## src/inc/irbs_map.vh

```
// Constants shared by the bus sequencer and its opcode decoder.
`ifndef IRBS_MAP_VH
`define IRBS_MAP_VH

// Opcode address taken after reset.
`define IRBS_RESET_PC     16'h0000
// Address steps used when walking the instruction stream and the stack.
`define IRBS_STEP_ONE     16'h0001
`define IRBS_STEP_TWO     16'h0002
// Width of one instruction that carries an offset byte.
`define IRBS_INSTR_LEN    16'h0002
`define IRBS_ZERO_BYTE    8'h00

// Instruction classes produced by the opcode decoder.
`define IRBS_CLS_OTHER    3'h0
`define IRBS_CLS_BRANCH   3'h1
`define IRBS_CLS_BSR      3'h2
`define IRBS_CLS_JUMP     3'h3
`define IRBS_CLS_RD8      3'h4
`define IRBS_CLS_RD16     3'h5
`define IRBS_CLS_STORE    3'h6
`define IRBS_CLS_TEST     3'h7

// Opcode encoding: upper nibble selects the group, lower nibble the operation.
`define IRBS_OPG_BRANCH   4'h2
`define IRBS_OPG_INDEXED  4'hA
`define IRBS_OP_BSR       8'h8D
`define IRBS_OPL_RD8_MAX  4'h8
`define IRBS_OPL_STORE    4'h9
`define IRBS_OPL_TEST     4'hA
`define IRBS_OPL_LDSP     4'hB
`define IRBS_OPL_CMPX     4'hC
`define IRBS_OPL_LDX      4'hD
`define IRBS_OPL_JUMP     4'hE

`endif

```

## src/hdl/irbs_sequencer.v

```verilog
// Machine-cycle bus sequencer for relative, branch-to-subroutine and indexed instructions.
// Summary of operation
// - Indexed address is index register plus unsigned offset byte, 0 to 255.
// - Uncarried index plus offset appears first with address_valid low; carried later.
// - Indexed jump: fetch, offset, dummy at index, dummy at uncarried sum.
// - Indexed 8-bit ops add a fifth cycle reading operand at carried sum.
// - Index compare and 16-bit loads read high then low byte, six cycles.
// - Accumulator store: three dummy cycles, then write at carried sum in cycle six.
// - Branches: fetch, offset, dummy at opcode plus two, dummy at target.
// - Branch-to-subroutine lasts eight cycles; cycle three shows return address, invalid.
// - Cycle four writes return address low byte at stack pointer.
// - Cycle five writes high byte at stack pointer minus one; three dummies follow.
// - Test operand keeps address_valid low in its last cycle, no write.
// - Taken branch goes to address after the instruction plus offset; else sequential.
// - Branch offset is signed, reaching 126 below to 129 above the opcode.
`include "irbs_map.vh"

module irbs_sequencer (
  input  wire        i_mclk,
  input  wire        i_reset,
  input  wire        i_ce,
  input  wire [7:0]  i_data,
  input  wire [15:0] i_index,
  input  wire [15:0] i_stack_ptr,
  input  wire [7:0]  i_accum,
  input  wire        i_cond_met,
  output reg  [15:0] o_addr,
  output reg         o_address_valid,
  output reg         o_rw,
  output reg  [7:0]  o_data_out,
  output reg         o_data_oe,
  output reg  [15:0] o_pc,
  output reg  [15:0] o_operand,
  output reg         o_operand_valid,
  output reg         o_instr_done
);

  // One machine cycle per enabled clock; state names give the cycle number.
  localparam [7:0] S_C1 = 8'h01;
  localparam [7:0] S_C2 = 8'h02;
  localparam [7:0] S_C3 = 8'h04;
  localparam [7:0] S_C4 = 8'h08;
  localparam [7:0] S_C5 = 8'h10;
  localparam [7:0] S_C6 = 8'h20;
  localparam [7:0] S_C7 = 8'h40;
  localparam [7:0] S_C8 = 8'h80;

  reg  [7:0]  state_reg;
  reg  [7:0]  state_next;
  reg  [2:0]  class_reg;
  reg  [7:0]  offset_reg;
  reg         taken_reg;
  reg  [15:0] pc_reg;
  reg  [15:0] pc_next;
  reg  [15:0] addr_next;
  reg         vma_next;
  reg         rw_next;
  reg  [7:0]  dout_next;
  reg         oe_next;
  reg         last_cycle;
  reg         cap_high;
  reg         cap_low;
  wire [2:0]  dec_class;
  wire [2:0]  cls;
  wire [15:0] pc_plus1;
  wire [15:0] ret_addr;
  wire [15:0] rel_target;
  wire [15:0] idx_uncarried;
  wire [15:0] idx_carried;
  wire [15:0] idx_carried_p1;
  wire [15:0] sp_minus1;
  wire [15:0] sp_minus2;

  irbs_op_decode u_decode (
    .i_opcode (i_data),
    .o_class  (dec_class)
  );

  // The opcode is on the data bus at the end of cycle one; later cycles use the stored class.
  assign cls = (state_reg == S_C1) ? dec_class : class_reg;

  assign pc_plus1  = pc_reg + `IRBS_STEP_ONE;
  assign ret_addr  = pc_reg + `IRBS_INSTR_LEN;
  assign sp_minus1 = i_stack_ptr - `IRBS_STEP_ONE;
  assign sp_minus2 = i_stack_ptr - `IRBS_STEP_TWO;

  // signed target
  // The offset is sign extended and added to the address after the two-byte instruction.
  assign rel_target = ret_addr + {{8{offset_reg[7]}}, offset_reg};

  // uncarried sum
  // The low-byte add is shown before the carry has rippled into the upper byte.
  assign idx_uncarried = {i_index[15:8], i_index[7:0] + offset_reg};

  assign idx_carried    = i_index + {`IRBS_ZERO_BYTE, offset_reg};
  assign idx_carried_p1 = idx_carried + `IRBS_STEP_ONE;

  // Last listed cycle of each class; the unrecognised class is a bare opcode fetch.
  always @* begin
    case (cls)
      `IRBS_CLS_BRANCH: last_cycle = (state_reg == S_C4);
      `IRBS_CLS_JUMP:   last_cycle = (state_reg == S_C4);
      `IRBS_CLS_RD8:    last_cycle = (state_reg == S_C5);
      `IRBS_CLS_RD16:   last_cycle = (state_reg == S_C6);
      `IRBS_CLS_STORE:  last_cycle = (state_reg == S_C6);
      `IRBS_CLS_TEST:   last_cycle = (state_reg == S_C7);
      `IRBS_CLS_BSR:    last_cycle = (state_reg == S_C8);
      default:          last_cycle = (state_reg == S_C1);
    endcase
  end

  // Address of the next opcode once the current instruction ends.
  always @* begin
    case (cls)
      `IRBS_CLS_BRANCH: pc_next = taken_reg ? rel_target : ret_addr;
      `IRBS_CLS_BSR:    pc_next = rel_target;
      `IRBS_CLS_JUMP:   pc_next = idx_carried;
      `IRBS_CLS_OTHER:  pc_next = pc_plus1;
      default:          pc_next = ret_addr;
    endcase
  end

  // Bus values for the cycle that starts at the next enabled edge.
  always @* begin
    state_next = S_C1;
    addr_next  = pc_next;
    vma_next   = 1'b1;
    rw_next    = 1'b1;
    dout_next  = `IRBS_ZERO_BYTE;
    oe_next    = 1'b0;
    if (last_cycle) begin
      state_next = S_C1;
      addr_next  = pc_next;
    end else begin
      case (state_reg)
        S_C1: begin
          state_next = S_C2;
          addr_next  = pc_plus1;
        end
        S_C2: begin
          state_next = S_C3;
          vma_next   = 1'b0;
          if (cls == `IRBS_CLS_BRANCH || cls == `IRBS_CLS_BSR) begin
            addr_next = ret_addr;
          end else begin
            addr_next = i_index;
          end
        end
        S_C3: begin
          state_next = S_C4;
          if (cls == `IRBS_CLS_BSR) begin
            addr_next = i_stack_ptr;
            rw_next   = 1'b0;
            dout_next = ret_addr[7:0];
            oe_next   = 1'b1;
          end else if (cls == `IRBS_CLS_BRANCH) begin
            addr_next = rel_target;
            vma_next  = 1'b0;
          end else begin
            addr_next = idx_uncarried;
            vma_next  = 1'b0;
          end
        end
        S_C4: begin
          state_next = S_C5;
          if (cls == `IRBS_CLS_BSR) begin
            addr_next = sp_minus1;
            rw_next   = 1'b0;
            dout_next = ret_addr[15:8];
            oe_next   = 1'b1;
          end else begin
            addr_next = idx_carried;
            vma_next  = (cls != `IRBS_CLS_STORE);
          end
        end
        S_C5: begin
          state_next = S_C6;
          if (cls == `IRBS_CLS_BSR) begin
            addr_next = sp_minus2;
            vma_next  = 1'b0;
          end else if (cls == `IRBS_CLS_RD16) begin
            addr_next = idx_carried_p1;
          end else if (cls == `IRBS_CLS_STORE) begin
            addr_next = idx_carried;
            rw_next   = 1'b0;
            dout_next = i_accum;
            oe_next   = 1'b1;
          end else begin
            addr_next = idx_carried;
            vma_next  = 1'b0;
          end
        end
        S_C6: begin
          state_next = S_C7;
          vma_next   = 1'b0;
          if (cls == `IRBS_CLS_BSR) begin
            addr_next = ret_addr;
          end else begin
            addr_next = idx_carried;
          end
        end
        S_C7: begin
          state_next = S_C8;
          addr_next  = rel_target;
          vma_next   = 1'b0;
        end
        default: begin
          state_next = S_C1;
          addr_next  = pc_reg;
        end
      endcase
    end
  end

  // Operand bytes arrive on the data bus at the end of their read cycle.
  always @* begin
    cap_high = 1'b0;
    cap_low  = 1'b0;
    if (state_reg == S_C5 && cls == `IRBS_CLS_RD16) begin
      cap_high = 1'b1;
    end
    if (state_reg == S_C5 && (cls == `IRBS_CLS_RD8 || cls == `IRBS_CLS_TEST)) begin
      cap_low = 1'b1;
    end
    if (state_reg == S_C6 && cls == `IRBS_CLS_RD16) begin
      cap_low = 1'b1;
    end
  end

  always @(posedge i_mclk) begin
    if (i_reset) begin
      state_reg       <= S_C1;
      class_reg       <= `IRBS_CLS_OTHER;
      offset_reg      <= `IRBS_ZERO_BYTE;
      taken_reg       <= 1'b0;
      pc_reg          <= `IRBS_RESET_PC;
      o_addr          <= `IRBS_RESET_PC;
      o_address_valid <= 1'b1;
      o_rw            <= 1'b1;
      o_data_out      <= `IRBS_ZERO_BYTE;
      o_data_oe       <= 1'b0;
      o_pc            <= `IRBS_RESET_PC;
      o_operand       <= `IRBS_RESET_PC;
      o_operand_valid <= 1'b0;
      o_instr_done    <= 1'b0;
    end else if (i_ce) begin
      state_reg       <= state_next;
      o_addr          <= addr_next;
      o_address_valid <= vma_next;
      o_rw            <= rw_next;
      o_data_out      <= dout_next;
      o_data_oe       <= oe_next;
      o_instr_done    <= last_cycle;
      // The test operand is captured in cycle five but its pulse follows cycle seven.
      o_operand_valid <= last_cycle && (cls == `IRBS_CLS_RD8 || cls == `IRBS_CLS_RD16 ||
                                        cls == `IRBS_CLS_TEST);
      if (state_reg == S_C1) begin
        class_reg <= dec_class;
      end
      if (state_reg == S_C2) begin
        offset_reg <= i_data;
        // The flags are settled by the time the offset arrives, so the decision is held here.
        taken_reg  <= i_cond_met;
      end
      if (cap_high) begin
        o_operand[15:8] <= i_data;
      end
      if (cap_low) begin
        o_operand[7:0] <= i_data;
      end
      if (last_cycle) begin
        pc_reg <= pc_next;
        o_pc   <= pc_next;
      end
    end else begin
      // Strobes last one enabled cycle only; while frozen they stay low.
      o_instr_done    <= 1'b0;
      o_operand_valid <= 1'b0;
    end
  end

endmodule

```

## src/hdl/irbs_op_decode.v

```verilog
// Opcode to instruction class decoder for the bus sequencer.
`include "irbs_map.vh"

module irbs_op_decode (
  input  wire [7:0] i_opcode,
  output reg  [2:0] o_class
);

  always @* begin
    o_class = `IRBS_CLS_OTHER;
    if (i_opcode[7:4] == `IRBS_OPG_BRANCH) begin
      o_class = `IRBS_CLS_BRANCH;
    end else if (i_opcode == `IRBS_OP_BSR) begin
      o_class = `IRBS_CLS_BSR;
    end else if (i_opcode[7:4] == `IRBS_OPG_INDEXED) begin
      case (i_opcode[3:0])
        `IRBS_OPL_STORE: o_class = `IRBS_CLS_STORE;
        `IRBS_OPL_TEST:  o_class = `IRBS_CLS_TEST;
        `IRBS_OPL_LDSP:  o_class = `IRBS_CLS_RD16;
        `IRBS_OPL_CMPX:  o_class = `IRBS_CLS_RD16;
        `IRBS_OPL_LDX:   o_class = `IRBS_CLS_RD16;
        `IRBS_OPL_JUMP:  o_class = `IRBS_CLS_JUMP;
        default: begin
          if (i_opcode[3:0] <= `IRBS_OPL_RD8_MAX) begin
            o_class = `IRBS_CLS_RD8;
          end else begin
            o_class = `IRBS_CLS_OTHER;
          end
        end
      endcase
    end
  end

endmodule

```

## config.mk

```make
export PLATFORM = sky130hd
export DESIGN_NAME = irbs_sequencer
export DESIGN_NICKNAME = d
export VERILOG_FILES = /design/src/hdl/irbs_sequencer.v /design/src/hdl/irbs_op_decode.v
export VERILOG_INCLUDE_DIRS = /design/src /design/src/inc
export SDC_FILE = /design/constraint.sdc
export NUM_CORES = 1
export LEC_CHECK = 0
export CELL_PAD_IN_SITES_DETAIL_PLACEMENT = 0
export CELL_PAD_IN_SITES_GLOBAL_PLACEMENT = 2
export CORE_UTILIZATION = 33
export DETAILED_ROUTE_END_ITERATION = 8
export DONT_BUFFER_PORTS = 1
export PLACE_DENSITY_LB_ADDON = 0.2
export SYNTH_ARGS = -nofsm -noshare
export SYNTH_HDL_FRONTEND = slang
export SYNTH_SLANG_ARGS = --single-unit
```

## constraint.sdc

```tcl
create_clock -name i_mclk -period 3.6 [get_ports i_mclk]
set_clock_uncertainty 0.05 [all_clocks]
set_input_delay 0.18 -clock i_mclk [delete_from_list [all_inputs] [get_ports i_mclk]]
set_output_delay 0.18 -clock i_mclk [all_outputs]
set_load 0.05 [all_outputs]
```

==> reports/metrics.cfg <==
[timing]
fmax_mhz = 280
min_period_over_period_pct = 99.3
setup_violations = 0
finalWorstSetupSlack_ps = 26.4
finalCriticalPeriod_ps = 3570
worst_pin_slew_ps = 888
finalHoldViolations = 0
fin_tns_setup_ps = 0
fin_hold_ws_ps = 6.99
maxSlewViolCount = 0
slew_headroom_pct = 40.7
rsz0062_at_grt = true

[route]
ant_nets = 0
wl_per_cell_um = 27.0
via_count = 9906
wl_um = 43200
drtPass1Iterations = 8
routed_via_density = 6.19
drtIter0Drc = 1258
drc_errors = 0

[power_and_ir_drop]
total_power_mw = 3.15
p_leak_nw = 3.94
p_sw_share_pct = 38.7
p_clk_share_pct = 34.8
seq_power_share_pct = 32.1
combPwrFrac_pct = 33.1
power_density_mw_per_mm2 = 300
p_switching_mw = 1.22
p_int_mw = 1.93
vdd_drop_max_mv = 0.323

[synthesis]
netlist_instances = 1161
yosysSeqAreaShare_pct = 19.6
yosysWarnings = 0
synth-edff-count = 0
synth_top_area_share_pct = 19.6
synth_ff_type = dfxtp_1
synth_top_area_cell = dfxtp_1
syn_avg_cell_area_um2 = 7.12
synth_cell_types = 81
yosysMostFrequentCell = nor2_1
synthesis.nets = 1245
synth_seq_cells = 81
synth_common_cells = nor2_1, nand2_1, a21oi_1
synth.area.top_cells = dfxtp_1, nor2_1, a21oi_1
async_flop_share_pct = 0
syn_area_mm2 = 0.00826

[worst_setup_path]
path_class = reg -> reg
crit_fanout = 5
critPathRequiredTime_ps = 3820
start_kind = flop
cp-end-kind = flop
cp_data_arrival_time_ps = 3790

[place]
dp_cells = 1567
detailedPlace.worstSlack_ps = -231
placed_area_mm2 = 0.00966
port_buffers = 0
hpwl_um = 33800
gp_congestion = 0.991

[grt]
globalRouteOverflowTotal = 0
gr-usage-all-layers_pct = 33.1
grt_pass1_vias = 9256
antenna_found_initial = 2
grt_pass1_wl_um = 62600
grt_max_degree = 83

[floorplan]
die_w_um = 160
die-area_mm2 = 0.0257
initial_core_util_pct = 33.8
die-height_um = 160
coreArea_mm2 = 0.0245
row_count = 57
pin_count = 113

[clocking]
clk_pin_slew_ps = 80
numCtsBuffers = 9
htree_levels = 3
cts.path.max_buffers = 2
cts_root_buf = clkbuf_16
clock_latency_ps = 350
cts_tree = done
cts_sinks = 81

[finish]
final_util_pct = 42.9
nets = 1355
syn2layout_area_growth_pct = 27.0
drive_above_1_share_pct = 21.4
diodes = 0
stdcell_count = 1600
design_area_mm2 = 0.0105

[job]
maxCapViolCount = 0

[worst_hold_path]
hp-class = in -> reg

[outcome]
status = finished clean

## path summary, 6_finish.rpt
kind | start | end | slack (ps) | depth (start not counted)
worst max-delay path | pc_reg[4] | o_addr[11] | 30 | 16
worst min-delay path | i_ce | o_addr[14] | 7 | 2
worst max register to register | pc_reg[4] | o_addr[11] | 30 | 16
worst min register to register | offset_reg[0] | offset_reg[0] | 440 | 2
## final cells by class
class	count	area (um^2)
clock buffer	9	225
clock inverter	7	110
fill	2562	14000
inverter	27	101
multi-input combinational	967	6500
sequential	81	1640
tap	324	405
timing repair buffer	185	1520
## what timing repair did
action	in CTS	in global routing
endpoints found under the hold margin	81	0
gates resized for setup	17	40
buffers inserted	0	5
hold buffers	12	0
pin swaps	0	11
endpoints found under the setup margin	13	23
cloned	0	0
## worst max-delay path, stage by stage (launching register included)
cell and delay, ps:
dfxtp_4 390, nand4_1 160, buf_4 200, nor2_2 140
xnor2_2 150, inv_1 120, ha_1 320, buf_4 140
nand4_1 130, nor2_1 130, o21ai_1 130, and2_2 240
xnor2_1 440, o221ai_1 180, a21oi_1 220, a211oi_2 60
o32ai_1 270
## power by group through the flow
stage          logic (mW)  registers, mW  clock network [mW]
2_1_floorplan       0.548           1.05                   0
3_3_place_gp        0.950           1.03                   0
3_5_place_dp        0.942           1.03                   0
4_1_cts             0.988           1.01                1.12
5_1_grt              1.10           1.01                1.14
6_report             1.04           1.01                1.10
## kinds of logic after synthesis
kind of cell	Yosys count	synth area share, %
buffers and inverters	113	5.75
muxes	29	3.54
DFF	81	19.6
xor gates and xnor gates	87	9.22
AOI/OAI and AO/OA	384	31.7
and+or+nand+nor	435	25.1
adders and majority gates	32	5.03
## layout by cell type, fill, tap and decap left out, drive strengths merged, types with 11 or more instances in the layout
| cell type | n |
|---|---|
| buf | 174 |
| nor2 | 149 |
| nand2 | 112 |
| a21oi | 111 |
| dfxtp | 81 |
| o21ai | 61 |
| xnor2 | 49 |
| xor2 | 38 |
| nor3 | 38 |
| nand3 | 34 |
| inv | 31 |
| ha | 30 |
| mux2i | 27 |
| a211oi | 25 |
| o22ai | 24 |
| o211ai | 22 |
| o221ai | 17 |
| nand4 | 16 |
| a22oi | 15 |
| nor4 | 14 |
| nand2b | 13 |
| or3 | 11 |
| dlygate4sd3 | 11 |
## routing by layer
layer  vias up  wire, um  track usage [%]
met5         -        27                0
met4         4      1540             11.9
li1       4554         -                -
met3        93      4890             10.5
met2       571     18200             48.6
met1      4684     18500             45.0
Note: power is estimated with default switching activity, not from simulation.
